`config.mk`:
```
export PLATFORM = sky130hd
export DESIGN_NAME = rca_calendar
export DESIGN_NICKNAME = d
export VERILOG_FILES = /design/src/shared/rca_pkg.sv /design/src/hdl/rca_calendar.sv
export VERILOG_INCLUDE_DIRS = /design/src /design/src/shared
export SDC_FILE = /design/constraint.sdc
export NUM_CORES = 1
export LEC_CHECK = 0
export ABC_CLOCK_PERIOD_IN_PS = 18200
export BUFFER_PORTS_ARGS = -buffer_cell sky130_fd_sc_hd__buf_2
export CORE_MARGIN = 1
export CORE_UTILIZATION = 40
export DETAILED_ROUTE_END_ITERATION = 8
export PLACE_DENSITY = 0.59
export SETUP_SLACK_MARGIN = 0.05
export SYNTH_ARGS = -nofsm -noshare
export SYNTH_HDL_FRONTEND = slang
export SYNTH_SLANG_ARGS = --single-unit
```
`constraint.sdc`:
```
create_clock -name clock_i -period 18.2 [get_ports clock_i]
set_input_delay 0.91 -clock clock_i [delete_from_list [all_inputs] [get_ports clock_i]]
set_output_delay 0.91 -clock clock_i [all_outputs]
set_load 0.05 [all_outputs]
```
`src/shared/rca_consts.svh`:
```
`ifndef RCA_CONSTS_SVH
`define RCA_CONSTS_SVH
// register indices; byte address is four times the index
`define RCA_IDX_HOUR      20'hFFF94
`define RCA_IDX_WDAY      20'hFFF95
`define RCA_IDX_DAY       20'hFFF96
`define RCA_IDX_MONTH     20'hFFF97
`define RCA_IDX_YEAR      20'hFFF98
`define RCA_IDX_TRIM      20'hFFF99
`define RCA_IDX_AL_MIN    20'hFFF9A
`define RCA_IDX_AL_HOUR   20'hFFF9B
`define RCA_IDX_AL_WDAYS  20'hFFF9C
`define RCA_IDX_CTRL      20'hFFFA0
// reset values
`define RCA_RST_HOUR      8'h12
`define RCA_RST_WDAY      8'h00
`define RCA_RST_DAY       8'h01
`define RCA_RST_MONTH     8'h01
`define RCA_RST_YEAR      8'h00
`define RCA_RST_TRIM      8'h00
`define RCA_RST_AL_MIN    8'h00
`define RCA_RST_AL_HOUR   8'h12
`define RCA_RST_AL_WDAYS  8'h00
// control register bit positions
`define RCA_CTL_RUN       0
`define RCA_CTL_HOLD      1
`define RCA_CTL_AL_EN     2
`define RCA_CTL_FMT24     3
`define RCA_CTL_AL_FLAG   4
`define RCA_CTL_HOLD_ACK  5
// trim register bit positions
`define RCA_TRIM_DIR      6
`define RCA_TRIM_IVL      7
// timing
`define RCA_SYS_HZ        50000000
`define RCA_RTC_HZ        32768
`define RCA_RTC_DIV       (`RCA_SYS_HZ / `RCA_RTC_HZ)
`define RCA_SUB_TERM      16'h7FFF
`endif

```
`src/shared/rca_pkg.sv`:
```
package rca_pkg;
   // calendar counters in their order along the carry chain
   typedef enum logic [2:0] {
      RCA_C_HOUR  = 3'h0,
      RCA_C_WDAY  = 3'h1,
      RCA_C_DAY   = 3'h2,
      RCA_C_MONTH = 3'h3,
      RCA_C_YEAR  = 3'h4
   } rca_cnt_t;

   // whole state of the calendar block
   typedef struct packed {
      logic [10:0]      div;        // operating clock divider
      logic             tick;       // operating clock enable
      logic [15:0]      subsec;     // sub-second counter
      logic             sec_carry;  // sub-second overflow pulse
      logic [7:0]       hour;       // hour counter
      logic [7:0]       wday;       // weekday counter
      logic [7:0]       day;        // day counter
      logic [7:0]       month;      // month counter
      logic [7:0]       year;       // year counter
      logic [4:0]       wr_pend;    // buffered write waiting
      logic [4:0][7:0]  wr_data;    // buffered write values
      logic [7:0]       trim;       // drift trim
      logic [7:0]       al_min;     // alarm minute
      logic [7:0]       al_hour;    // alarm hour
      logic [7:0]       al_wdays;   // alarm weekday mask
      logic             run;        // counter run
      logic             hold;       // counter hold
      logic             hold_ack;   // hold in effect
      logic             al_en;      // alarm compare enable
      logic             fmt24;      // clock format select
      logic             al_flag;    // alarm match flag
      logic             match_q;    // match at last tick
      logic             match_d;    // match one tick earlier
      logic             carry_pend; // minute carry not yet used
      logic [31:0]      prdata;     // read data
   } rca_state_t;
endpackage

```
`src/hdl/rca_calendar.sv`:
```
`timescale 1ns/1ps
`include "rca_consts.svh"
// What this block does
// - hour advances on minute carry, both formats
// - written counters load within two ticks
// - write wins, carry dropped for written counter
// - format change converts current hour encoding
// - hour resets 12H, reads 00H in 24h
// - 12h bit five marks PM, noon 32H
// - day wraps at month length
// - year multiple of four is leap
// - weekday 0..6 advances with day
// - month 01..12 advances on day overflow
// - year 00..99 advances on month overflow
// - trim moves sub-second terminal count
// - interval bit picks correction seconds
// - direction lengthens or shortens by twice
// - zero magnitude bits five..one, no correction
// - illegal alarm minute or hour never matches
// - alarm hour same encoding, resets 12H/00H
// - match flag set one tick after match
// - hold stops hour..year counters from advancing; sub-second counter keeps running
module rca_calendar #(
   parameter int PADDR_W = 22,              // apb address width
   parameter int RTC_DIV = `RCA_RTC_DIV     // system clocks per operating tick
) (
   input  wire logic               clock_i,         // 50 MHz clock
   input  wire logic               reset_i,         // async reset, high
   input  wire logic               psel_i,          // apb select
   input  wire logic               penable_i,       // apb enable
   input  wire logic               pwrite_i,        // apb direction
   input  wire logic [PADDR_W-1:0] paddr_i,         // apb byte address
   input  wire logic [31:0]        pwdata_i,        // apb write data
   input  wire logic [3:0]         pstrb_i,         // apb byte strobes
   output logic                    pready_o,        // apb ready
   output logic [31:0]             prdata_o,        // apb read data
   output logic                    pslverr_o,       // apb error
   input  wire logic               minute_carry_i,  // minute counter overflow pulse
   input  wire logic [7:0]         seconds_i,       // seconds counter value
   input  wire logic [7:0]         minute_i,        // minute counter value
   output logic                    sec_carry_o,     // sub-second overflow pulse
   output logic                    rtc_tick_o,      // operating clock enable
   output logic                    counter_run_o,   // counter run
   output logic                    counter_hold_o,  // counter hold
   output logic                    clock_format_o,  // 24h format selected
   output logic                    alarm_match_o    // alarm match flag
);
   // refuse settings the logic cannot serve
   if (PADDR_W < 22 || RTC_DIV < 2 || RTC_DIV > 2047) begin : g_param_check
      $error("rca_calendar: bad parameter");
   end

   localparam logic [10:0] DIV_LAST = 11'(RTC_DIV - 1); // divider terminal

   rca_pkg::rca_state_t s;       // registered state
   rca_pkg::rca_state_t next_s;  // next state

   // bcd byte to binary
   function automatic logic [6:0] bcd2bin(input logic [7:0] v);
      return 7'(7'(v[7:4]) * 7'd10 + 7'(v[3:0]));
   endfunction

   // binary to bcd byte
   function automatic logic [7:0] bin2bcd(input logic [6:0] b);
      logic [6:0] tens;
      logic [6:0] ones;
      tens = b / 7'd10;
      ones = 7'(b - 7'(tens * 7'd10));
      return {tens[3:0], ones[3:0]};
   endfunction

   // both digits legal and value within max
   function automatic logic bcd_ok(input logic [7:0] v, input logic [6:0] max);
      return (v[7:4] <= 4'h9) && (v[3:0] <= 4'h9) && (bcd2bin(v) <= max);
   endfunction

   // hour encoding to 0..23
   function automatic logic [6:0] hour_bin(input logic [7:0] h, input logic f24);
      logic [6:0] v;
      v = bcd2bin({3'h0, h[4:0]});
      if (f24) begin
         v = bcd2bin(h);
      end else begin
         if (v == 7'd12) begin
            v = 7'd0;                            // 12 a.m. is midnight
         end
         if (h[5]) begin
            v = 7'(v + 7'd12);                   // pm indicator
         end
      end
      return v;
   endfunction

   // 0..23 to hour encoding
   function automatic logic [7:0] hour_enc(input logic [6:0] b, input logic f24);
      logic [6:0] v;
      v = (b >= 7'd12) ? 7'(b - 7'd12) : b;
      if (v == 7'd0) begin
         v = 7'd12;                              // noon 32H, midnight 12H
      end
      if (f24) begin
         return bin2bcd(b);
      end
      return bin2bcd(v) | ((b >= 7'd12) ? 8'h20 : 8'h00);
   endfunction

   // legal hour for the format
   function automatic logic hour_ok(input logic [7:0] h, input logic f24);
      if (f24) begin
         return bcd_ok(h, 7'd23);
      end
      return (h[7:6] == 2'h0) && bcd_ok({3'h0, h[4:0]}, 7'd12) && (h[4:0] != 5'h0);
   endfunction

   // last day of the month in binary
   function automatic logic [6:0] month_last(input logic [7:0] m, input logic [7:0] y);
      logic [6:0] yb;
      yb = bcd2bin(y);
      if (m == 8'h02) begin
         return (yb[1:0] == 2'h0) ? 7'd29 : 7'd28;  // leap every fourth year, 00 too
      end
      if (m == 8'h04 || m == 8'h06 || m == 8'h09 || m == 8'h11) begin
         return 7'd30;
      end
      return 7'd31;
   endfunction

   // read mux for one register index
   function automatic logic [7:0] rd_byte(input rca_pkg::rca_state_t st, input logic [19:0] idx);
      unique case (idx)
         `RCA_IDX_HOUR:     return st.hour;
         `RCA_IDX_WDAY:     return st.wday;
         `RCA_IDX_DAY:      return st.day;
         `RCA_IDX_MONTH:    return st.month;
         `RCA_IDX_YEAR:     return st.year;
         `RCA_IDX_TRIM:     return st.trim;
         `RCA_IDX_AL_MIN:   return st.al_min;
         `RCA_IDX_AL_HOUR:  return st.al_hour;
         `RCA_IDX_AL_WDAYS: return st.al_wdays;
         `RCA_IDX_CTRL:     return {2'h0, st.hold_ack, st.al_flag, st.fmt24, st.al_en, st.hold, st.run};
         default:           return 8'h00;
      endcase
   endfunction

   // address decode
   logic [19:0] idx;        // register index from address
   logic        hit;        // address maps to a register
   logic        wr_acc;     // write access phase
   always_comb begin
      idx = paddr_i[21:2];
      hit = (paddr_i[1:0] == 2'h0) && (paddr_i[PADDR_W-1:2] == (PADDR_W-2)'(idx));
      unique case (idx)
         `RCA_IDX_HOUR, `RCA_IDX_WDAY, `RCA_IDX_DAY, `RCA_IDX_MONTH, `RCA_IDX_YEAR,
         `RCA_IDX_TRIM, `RCA_IDX_AL_MIN, `RCA_IDX_AL_HOUR, `RCA_IDX_AL_WDAYS,
         `RCA_IDX_CTRL: ;
         default:       hit = 1'b0;
      endcase
      wr_acc = psel_i && penable_i && pwrite_i && hit && pstrb_i[0]; // low byte lane only
   end

   // alarm compare and trim terminal
   logic        al_match;   // alarm match this cycle
   logic        corr_sec;   // this second takes correction
   logic [15:0] term;       // terminal count of sub-second counter
   always_comb begin
      al_match = s.al_en
               && bcd_ok(s.al_min, 7'd59)
               && hour_ok(s.al_hour, s.fmt24)
               && (minute_i == s.al_min)
               && (s.hour == s.al_hour)              // same encoding as hour
               && (s.wday[2:0] <= 3'h6)
               && s.al_wdays[s.wday[2:0]];
      if (s.trim[`RCA_TRIM_IVL]) begin
         corr_sec = (seconds_i == 8'h00);
      end else begin
         corr_sec = (seconds_i == 8'h00) || (seconds_i == 8'h20) || (seconds_i == 8'h40);
      end
      term = `RCA_SUB_TERM;
      if (corr_sec && (s.trim[5:1] != 5'h0)) begin
         if (s.trim[`RCA_TRIM_DIR]) begin
            term = 16'(`RCA_SUB_TERM - {9'h0, 6'(~s.trim[5:0]) + 6'h1, 1'b0});
         end else begin
            term = 16'(`RCA_SUB_TERM + {9'h0, 6'(s.trim[5:0] - 6'h1), 1'b0});
         end
      end
   end

   // next state
   always_comb begin
      logic       cy;       // carry into the next counter
      logic [6:0] hb;       // hour in binary
      logic [7:0] fmt_v;    // written control byte
      cy    = 1'b0;
      hb    = 7'd0;
      fmt_v = pwdata_i[7:0];
      next_s           = s;
      next_s.tick      = 1'b0;
      next_s.sec_carry = 1'b0;
      // operating clock divider
      if (s.div == DIV_LAST) begin
         next_s.div  = 11'h0;
         next_s.tick = 1'b1;
      end else begin
         next_s.div = 11'(s.div + 11'h1);
      end
      // operating tick work
      if (s.tick) begin
         next_s.hold_ack = s.hold;
         // sub-second counter
         if (s.run) begin
            if (s.subsec >= term) begin
               next_s.subsec    = 16'h0;
               next_s.sec_carry = 1'b1;
            end else begin
               next_s.subsec = 16'(s.subsec + 16'h1);
            end
         end
         // carry used only when running and not held
         cy = s.carry_pend && s.run && !s.hold;
         if (cy) begin
            next_s.carry_pend = 1'b0;
         end
         // hour
         if (s.wr_pend[rca_pkg::RCA_C_HOUR]) begin
            next_s.hour = s.wr_data[rca_pkg::RCA_C_HOUR];
            cy = 1'b0;
         end else if (cy) begin
            hb = hour_bin(s.hour, s.fmt24);
            next_s.hour = hour_enc((hb >= 7'd23) ? 7'd0 : 7'(hb + 7'd1), s.fmt24);
            cy = (hb >= 7'd23);
         end
         // weekday follows the day increment
         if (s.wr_pend[rca_pkg::RCA_C_WDAY]) begin
            next_s.wday = s.wr_data[rca_pkg::RCA_C_WDAY];
         end else if (cy && !s.wr_pend[rca_pkg::RCA_C_DAY]) begin
            next_s.wday = (s.wday >= 8'h06) ? 8'h00 : 8'(s.wday + 8'h01);
         end
         // day
         if (s.wr_pend[rca_pkg::RCA_C_DAY]) begin
            next_s.day = s.wr_data[rca_pkg::RCA_C_DAY];
            cy = 1'b0;
         end else if (cy) begin
            if (bcd2bin(s.day) >= month_last(s.month, s.year)) begin
               next_s.day = 8'h01;
            end else begin
               next_s.day = bin2bcd(7'(bcd2bin(s.day) + 7'd1));
               cy = 1'b0;
            end
         end
         // month
         if (s.wr_pend[rca_pkg::RCA_C_MONTH]) begin
            next_s.month = s.wr_data[rca_pkg::RCA_C_MONTH];
            cy = 1'b0;
         end else if (cy) begin
            if (s.month >= 8'h12) begin
               next_s.month = 8'h01;
            end else begin
               next_s.month = bin2bcd(7'(bcd2bin(s.month) + 7'd1));
               cy = 1'b0;
            end
         end
         // year
         if (s.wr_pend[rca_pkg::RCA_C_YEAR]) begin
            next_s.year = s.wr_data[rca_pkg::RCA_C_YEAR];
         end else if (cy) begin
            next_s.year = (s.year >= 8'h99) ? 8'h00 : bin2bcd(7'(bcd2bin(s.year) + 7'd1));
         end
         next_s.wr_pend = 5'h0;
         // alarm match history
         next_s.match_q = al_match;
         next_s.match_d = s.match_q;
      end
      // a new minute carry wins over this tick's clear
      if (minute_carry_i) begin
         next_s.carry_pend = 1'b1;
      end
      // read data caught in the setup phase
      if (psel_i && !penable_i && !pwrite_i) begin
         next_s.prdata = {24'h0, hit ? rd_byte(s, idx) : 8'h00};
      end
      // register writes
      if (wr_acc) begin
         unique case (idx)
            `RCA_IDX_HOUR: begin
               next_s.wr_pend[rca_pkg::RCA_C_HOUR] = 1'b1;
               next_s.wr_data[rca_pkg::RCA_C_HOUR] = pwdata_i[7:0];
            end
            `RCA_IDX_WDAY: begin
               next_s.wr_pend[rca_pkg::RCA_C_WDAY] = 1'b1;
               next_s.wr_data[rca_pkg::RCA_C_WDAY] = pwdata_i[7:0];
            end
            `RCA_IDX_DAY: begin
               next_s.wr_pend[rca_pkg::RCA_C_DAY] = 1'b1;
               next_s.wr_data[rca_pkg::RCA_C_DAY] = pwdata_i[7:0];
            end
            `RCA_IDX_MONTH: begin
               next_s.wr_pend[rca_pkg::RCA_C_MONTH] = 1'b1;
               next_s.wr_data[rca_pkg::RCA_C_MONTH] = pwdata_i[7:0];
            end
            `RCA_IDX_YEAR: begin
               next_s.wr_pend[rca_pkg::RCA_C_YEAR] = 1'b1;
               next_s.wr_data[rca_pkg::RCA_C_YEAR] = pwdata_i[7:0];
            end
            `RCA_IDX_TRIM:     next_s.trim     = pwdata_i[7:0];
            `RCA_IDX_AL_MIN:   next_s.al_min   = pwdata_i[7:0];
            `RCA_IDX_AL_HOUR:  next_s.al_hour  = pwdata_i[7:0];
            `RCA_IDX_AL_WDAYS: next_s.al_wdays = {1'b0, pwdata_i[6:0]};
            `RCA_IDX_CTRL: begin
               next_s.run   = fmt_v[`RCA_CTL_RUN];
               next_s.hold  = fmt_v[`RCA_CTL_HOLD];
               next_s.al_en = fmt_v[`RCA_CTL_AL_EN];
               // format change re-encodes hour and a legal alarm hour
               if (fmt_v[`RCA_CTL_FMT24] != s.fmt24) begin
                  next_s.fmt24   = fmt_v[`RCA_CTL_FMT24];
                  next_s.hour    = hour_enc(hour_bin(next_s.hour, s.fmt24), fmt_v[`RCA_CTL_FMT24]);
                  if (hour_ok(s.al_hour, s.fmt24)) begin
                     next_s.al_hour = hour_enc(hour_bin(s.al_hour, s.fmt24), fmt_v[`RCA_CTL_FMT24]);
                  end
               end
               // flag clears on a written zero only
               if (!fmt_v[`RCA_CTL_AL_FLAG]) begin
                  next_s.al_flag = 1'b0;
               end
            end
            default: ;
         endcase
      end
      // flag set one tick after the match, winning over a clear
      if (s.tick && s.al_en && s.match_q && !s.match_d) begin
         next_s.al_flag = 1'b1;
      end
   end

   // state register
   always_ff @(posedge clock_i or posedge reset_i) begin
      if (reset_i) begin
         s          <= '0;
         s.hour     <= `RCA_RST_HOUR;
         s.wday     <= `RCA_RST_WDAY;
         s.day      <= `RCA_RST_DAY;
         s.month    <= `RCA_RST_MONTH;
         s.year     <= `RCA_RST_YEAR;
         s.trim     <= `RCA_RST_TRIM;
         s.al_min   <= `RCA_RST_AL_MIN;
         s.al_hour  <= `RCA_RST_AL_HOUR;
         s.al_wdays <= `RCA_RST_AL_WDAYS;
      end else begin
         s <= next_s;
      end
   end

   // apb answers and status outputs
   assign pready_o       = 1'b1;
   assign pslverr_o      = psel_i && penable_i && !hit;
   assign prdata_o       = s.prdata;
   assign sec_carry_o    = s.sec_carry;
   assign rtc_tick_o     = s.tick;
   assign counter_run_o  = s.run;
   assign counter_hold_o = s.hold;
   assign clock_format_o = s.fmt24;
   assign alarm_match_o  = s.al_flag;
endmodule

```
Word level (Yosys, flattened, before mapping). Cells that the tools add are included.

Register bits: 162. Input bits: 80. Output and inout port bits: 40.

$add $sub $neg: 36. Multipliers: 19. Divide/modulo/power cells: 9. $lt $le $gt $ge: 18. Eq/ne operators: 27. Muxes and demuxes: 163. Bitwise logic cells: 4. Reduce and logical (&&, ||, !) cells: 75.

Operators with widths (count): $mux 7 (54); $mux 8 (33); $eq 20x20->1 const B (10); $pmux 8 s10 (1); $mux 79 (1); $div 7x4->7 const B (9); $mul 7x3->3 const B (9); $mux 1 (60); $add 7x4->7 (7); $mux 16 (3); $mux 46 (1); $mul 4x3->6 const B (7); $mux 6 (6); $sub 4x4->4 (9); $reduce_and 2->1 (15); $add 7x1->7 const B (4); $logic_and 1x1->1 (27); $or 8x6->8 (3); $add 7x4->7 const B (3); $ge 7x4->1 const B (3); $logic_not 7->1 (3); $sub 7x4->7 const B (3); $add 5x4->6 (3); $eq 6x4->1 const B (3); 45 further kinds (74).

Longest topological paths before layout.
Word-level depth: 70. Depth in mapped cells: 84. Depth with buffers taken out: 80.

Worst setup path before layout. No wires, ideal clock.

Kind: register to register. Start point: register s[154] (netlist bit). End point: register s[153] (netlist bit). Library setup time: 0.095 ns. Data arrival time: 14.881 ns. Path slack: 3.224 ns. Cell stages (with the launch flop): 81. Path buffers: 3. Clock period less this slack: 14.976 ns. Cell sequence: dfstp_2 > ha_1 > or3_4 > o31ai_2 > ha_1 > inv_1 > a2111oi_2 > o21a_2 > o21ai_1 > a21oi_1 > clkbuf_1 > nand2_1 > inv_1 > ha_1 > nor2_1 > nand2_1 > a21oi_1 > ha_1 > (+45 left out) > inv_1 > ha_1 > nand2_1 > nand2_1 > inv_1 > o21ai_1 > inv_2 > ha_1 > nand2_1 > nand2_1 > o32ai_1 > a31oi_1 > nand2_1 > ha_1 > fa_1 > xnor2_1 > and3_1 > o31ai_1.

RTL lines: start, declared (RTL line rca_calendar.sv:55) `rca_pkg::rca_state_t s;`; start signal, assigned (RTL line rca_calendar.sv:348) `s <= next_s;`.

==> results.yml <==
placement:
  gp_congestion: 0.9008
  numPortBuffers: 67
  hpwl_mm: 32.46
yosys:
  yosysSeqAreaShare: 0.2653
  synthCells: 1812
  synthFlopType: "dfrtp_1"
  syn_avg_cell_area_um2: 8.447
  synth_edf_count: 0
  netlist_area_um2: 15310
  yosysWarnings: 0
  async_flop_share: 1.000
  yosysUniqueCellTypes: 89
  ys_ff_latch: 162
pwr:
  peakVddDrop_mv: 0.05723
  powerDensity_nw_per_um2: 46.93
  leakage_uw: 0.007555
global_route:
  grt_pass1_wl_mm: 70.09
  antenna_found_initial: 0
  overflow: 0
  gr-usage-all-layers: 0.2261
  grt_max_degree: 104
  grt_pass1_vias: 13020
route:
  wl_mm: 43.25
  drc: 0
  via_per_inst: 5.786
  drt_iter0_drc: 959
  antenna_left: 0
  detail_route.wl_per_cell_um: 18.40
  vias: 13600
  first_pass_iters: 7
cts:
  post_cts_buffers: 0
  cts_buffers: 17
  cts_num_sinks: 162
  path_clk_slew_ns: 0.07
  cts-resized-gates: 0
  cts_hold_buf: 0
  clockBufferDepth: 2
  htree_levels: 4
  cts_tree: "done"
  root_buffer: "clkbuf_16"
  clk_latency_ns: 0.44
worst_hold_path:
  hold_depth: 1
  holdPathEnd: "alarm_match_o"
  hp-start: "s[33]"
  hold_class: "flop to flop"
sta:
  skew_ns: 0.01163
  period_needed_ns: 16.67
  relSlewSlack: 0.1754
  hold_violations: 0
  setup_tns_ns: 0
  period_share: 0.9161
  slew_violations: 0
  finalSetupViolations: 0
  worst_pin_slew_ns: 1.227
  hold_ws_ns: 0.4717
  fmax_mhz: 59.98
  grt_setup_unrepaired: "no"
worst_setup_path:
  slowest_stage: "dfstp_2"
  r2r_start: "s[154]"
  crit_type: "flop to flop"
  slowest_delay_ns: 0.65
  required_ns: 18.55
  critPathArrivalTime_ns: 17.02
  cp-start-kind: "flop"
  worst_path_most_repeated_cell: "ha_1"
  rr_worst_depth: 79
  r2r-end: "s[153]"
  rrSetupSlack_ns: 1.53
  critPathMaxFanout: 13
  endpoint_kind: "flop"
layout:
  final_common_cell: "nand2_1"
  nNetsFinal: 2050
  area_growth_pct: 8.142
  mostFrequentLayoutCells: "nand2_1, dfrtp_1, nor2_1"
  drive_gt1_frac: 0.1208
die:
  pin_count: 120
  initial_core_util: 0.4064
  core_area_um2: 37670
  dieHeight_um: 197.6
  die-area_um2: 39050
  chipWidth_um: 197.6
  rows: 71
run_status:
  outcome: "finished clean"
run:
  cap_violations: 0
worst max-delay path, delay by kind of cell (launching register included):
kind	cells	cell delay, ns
adders and majority gates	19	5.38
AOI/OAI and AO/OA	22	5.29
and+or+nand+nor	21	2.70
xor gates and xnor gates	7	1.44
buffers and inverters	10	1.07
DFF	1	0.65
sequential cells by signal (all words and copies together) (netlist names):
register	flops
alarm_match_o	1
clock_format_o	1
prdata_o	8
sec_carry_o	1
counter_run_o	1
s	148
counter_hold_o	1
rtc_tick_o	1
logic make-up after synthesis:
| family | synth area share |
|---|---|
| AO/OA/AOI/OAI | 0.2188 |
| XOR/XNOR | 0.07496 |
| adder cells (fa/ha/maj) | 0.1305 |
| buffers and inverters | 0.05714 |
| flip-flops | 0.2653 |
| multiplexers | 0.07087 |
| other | 0.0004907 |
| AND/OR/NAND/NOR | 0.1820 |
where the power goes:
part	internal, µW	total (µW)	switching (µW)
logic	7.86	40.1	32.3
clock network	210	377	166
registers	360	360	0.00000000758
how the worst max path moves through the flow:
stage,from,end,slack [ns],cells past startpoint
4_1_cts,s[154],s[153],1.15,79
3_5_place_dp,s[154],s[153],1.21,79
3_3_place_gp,s[154],s[153],1.65,79
5_1_grt,s[154],s[153],0.09,79
2_1_floorplan,s[154],s[153],3.22,80
6_report,s[154],s[153],1.53,79
area by class of cell:
cell class	count	area [µm²]
Timing Repair Buffer	80	432.9
Inverter	86	327.8
Antenna cell	1	2.502
Clock buffer	18	439.2
Tap cell	511	639.4
Multi-Input combinational cell	1478	10480
Clock inverter	14	166.4
Sequential cell	162	4061
Fill cell	3791	21110
cell usage after synthesis, types with 22 or more instances:
| cell | n | area, µm² |
|---|---|---|
| xor2_1 | 42 | 367.9 |
| fa_1 | 23 | 460.4 |
| nor2b_1 | 24 | 150.1 |
| clkbuf_1 | 69 | 259.0 |
| inv_1 | 82 | 307.8 |
| o21ai_0 | 101 | 505.5 |
| nand3_1 | 59 | 295.3 |
| a21oi_1 | 106 | 530.5 |
| nor2_1 | 151 | 566.8 |
| a22oi_1 | 25 | 187.7 |
| and2_1 | 23 | 143.9 |
| ha_1 | 122 | 1526 |
| a21o_1 | 34 | 255.2 |
| mux2i_1 | 33 | 330.3 |
| dfrtp_1 | 156 | 3904 |
| mux2_2 | 65 | 732.0 |
| buf_4 | 34 | 255.2 |
| xnor2_1 | 89 | 779.5 |
| and3_1 | 22 | 137.6 |
| nor3_1 | 44 | 220.2 |
| nand2_1 | 163 | 611.8 |
stage by stage:
step / total power, µW / instances / instance area [µm²] / utilization / worst slack [ns]
6_report: 776.8 / 2350 / 16550 / 0.4394 / 1.527
5_1_grt: 801.3 / 2349 / 16550 / 0.4394 / 0.09089
4_1_cts: 784.4 / 2349 / 16540 / 0.4391 / 1.151
3_5_place_dp: 407.5 / 2317 / 15930 / 0.4230 / 1.209
3_3_place_gp: 407.4 / 2317 / 15930 / 0.4230 / 1.647
2_1_floorplan: 396.0 / 1836 / 15400 / - / 3.224
metal layers:
| metal | vias to the layer above | wire length, µm | GRT usage |
|---|---|---|---|
| met1 | 6689 | 20430 | 0.3150 |
| met5 | - | 0 | 0 |
| li1 | 6571 | - | - |
| met4 | 0 | 639 | 0.04737 |
| met3 | 36 | 2116 | 0.03466 |
| met2 | 300 | 20060 | 0.3688 |
(Power assumes the default switching activity.)
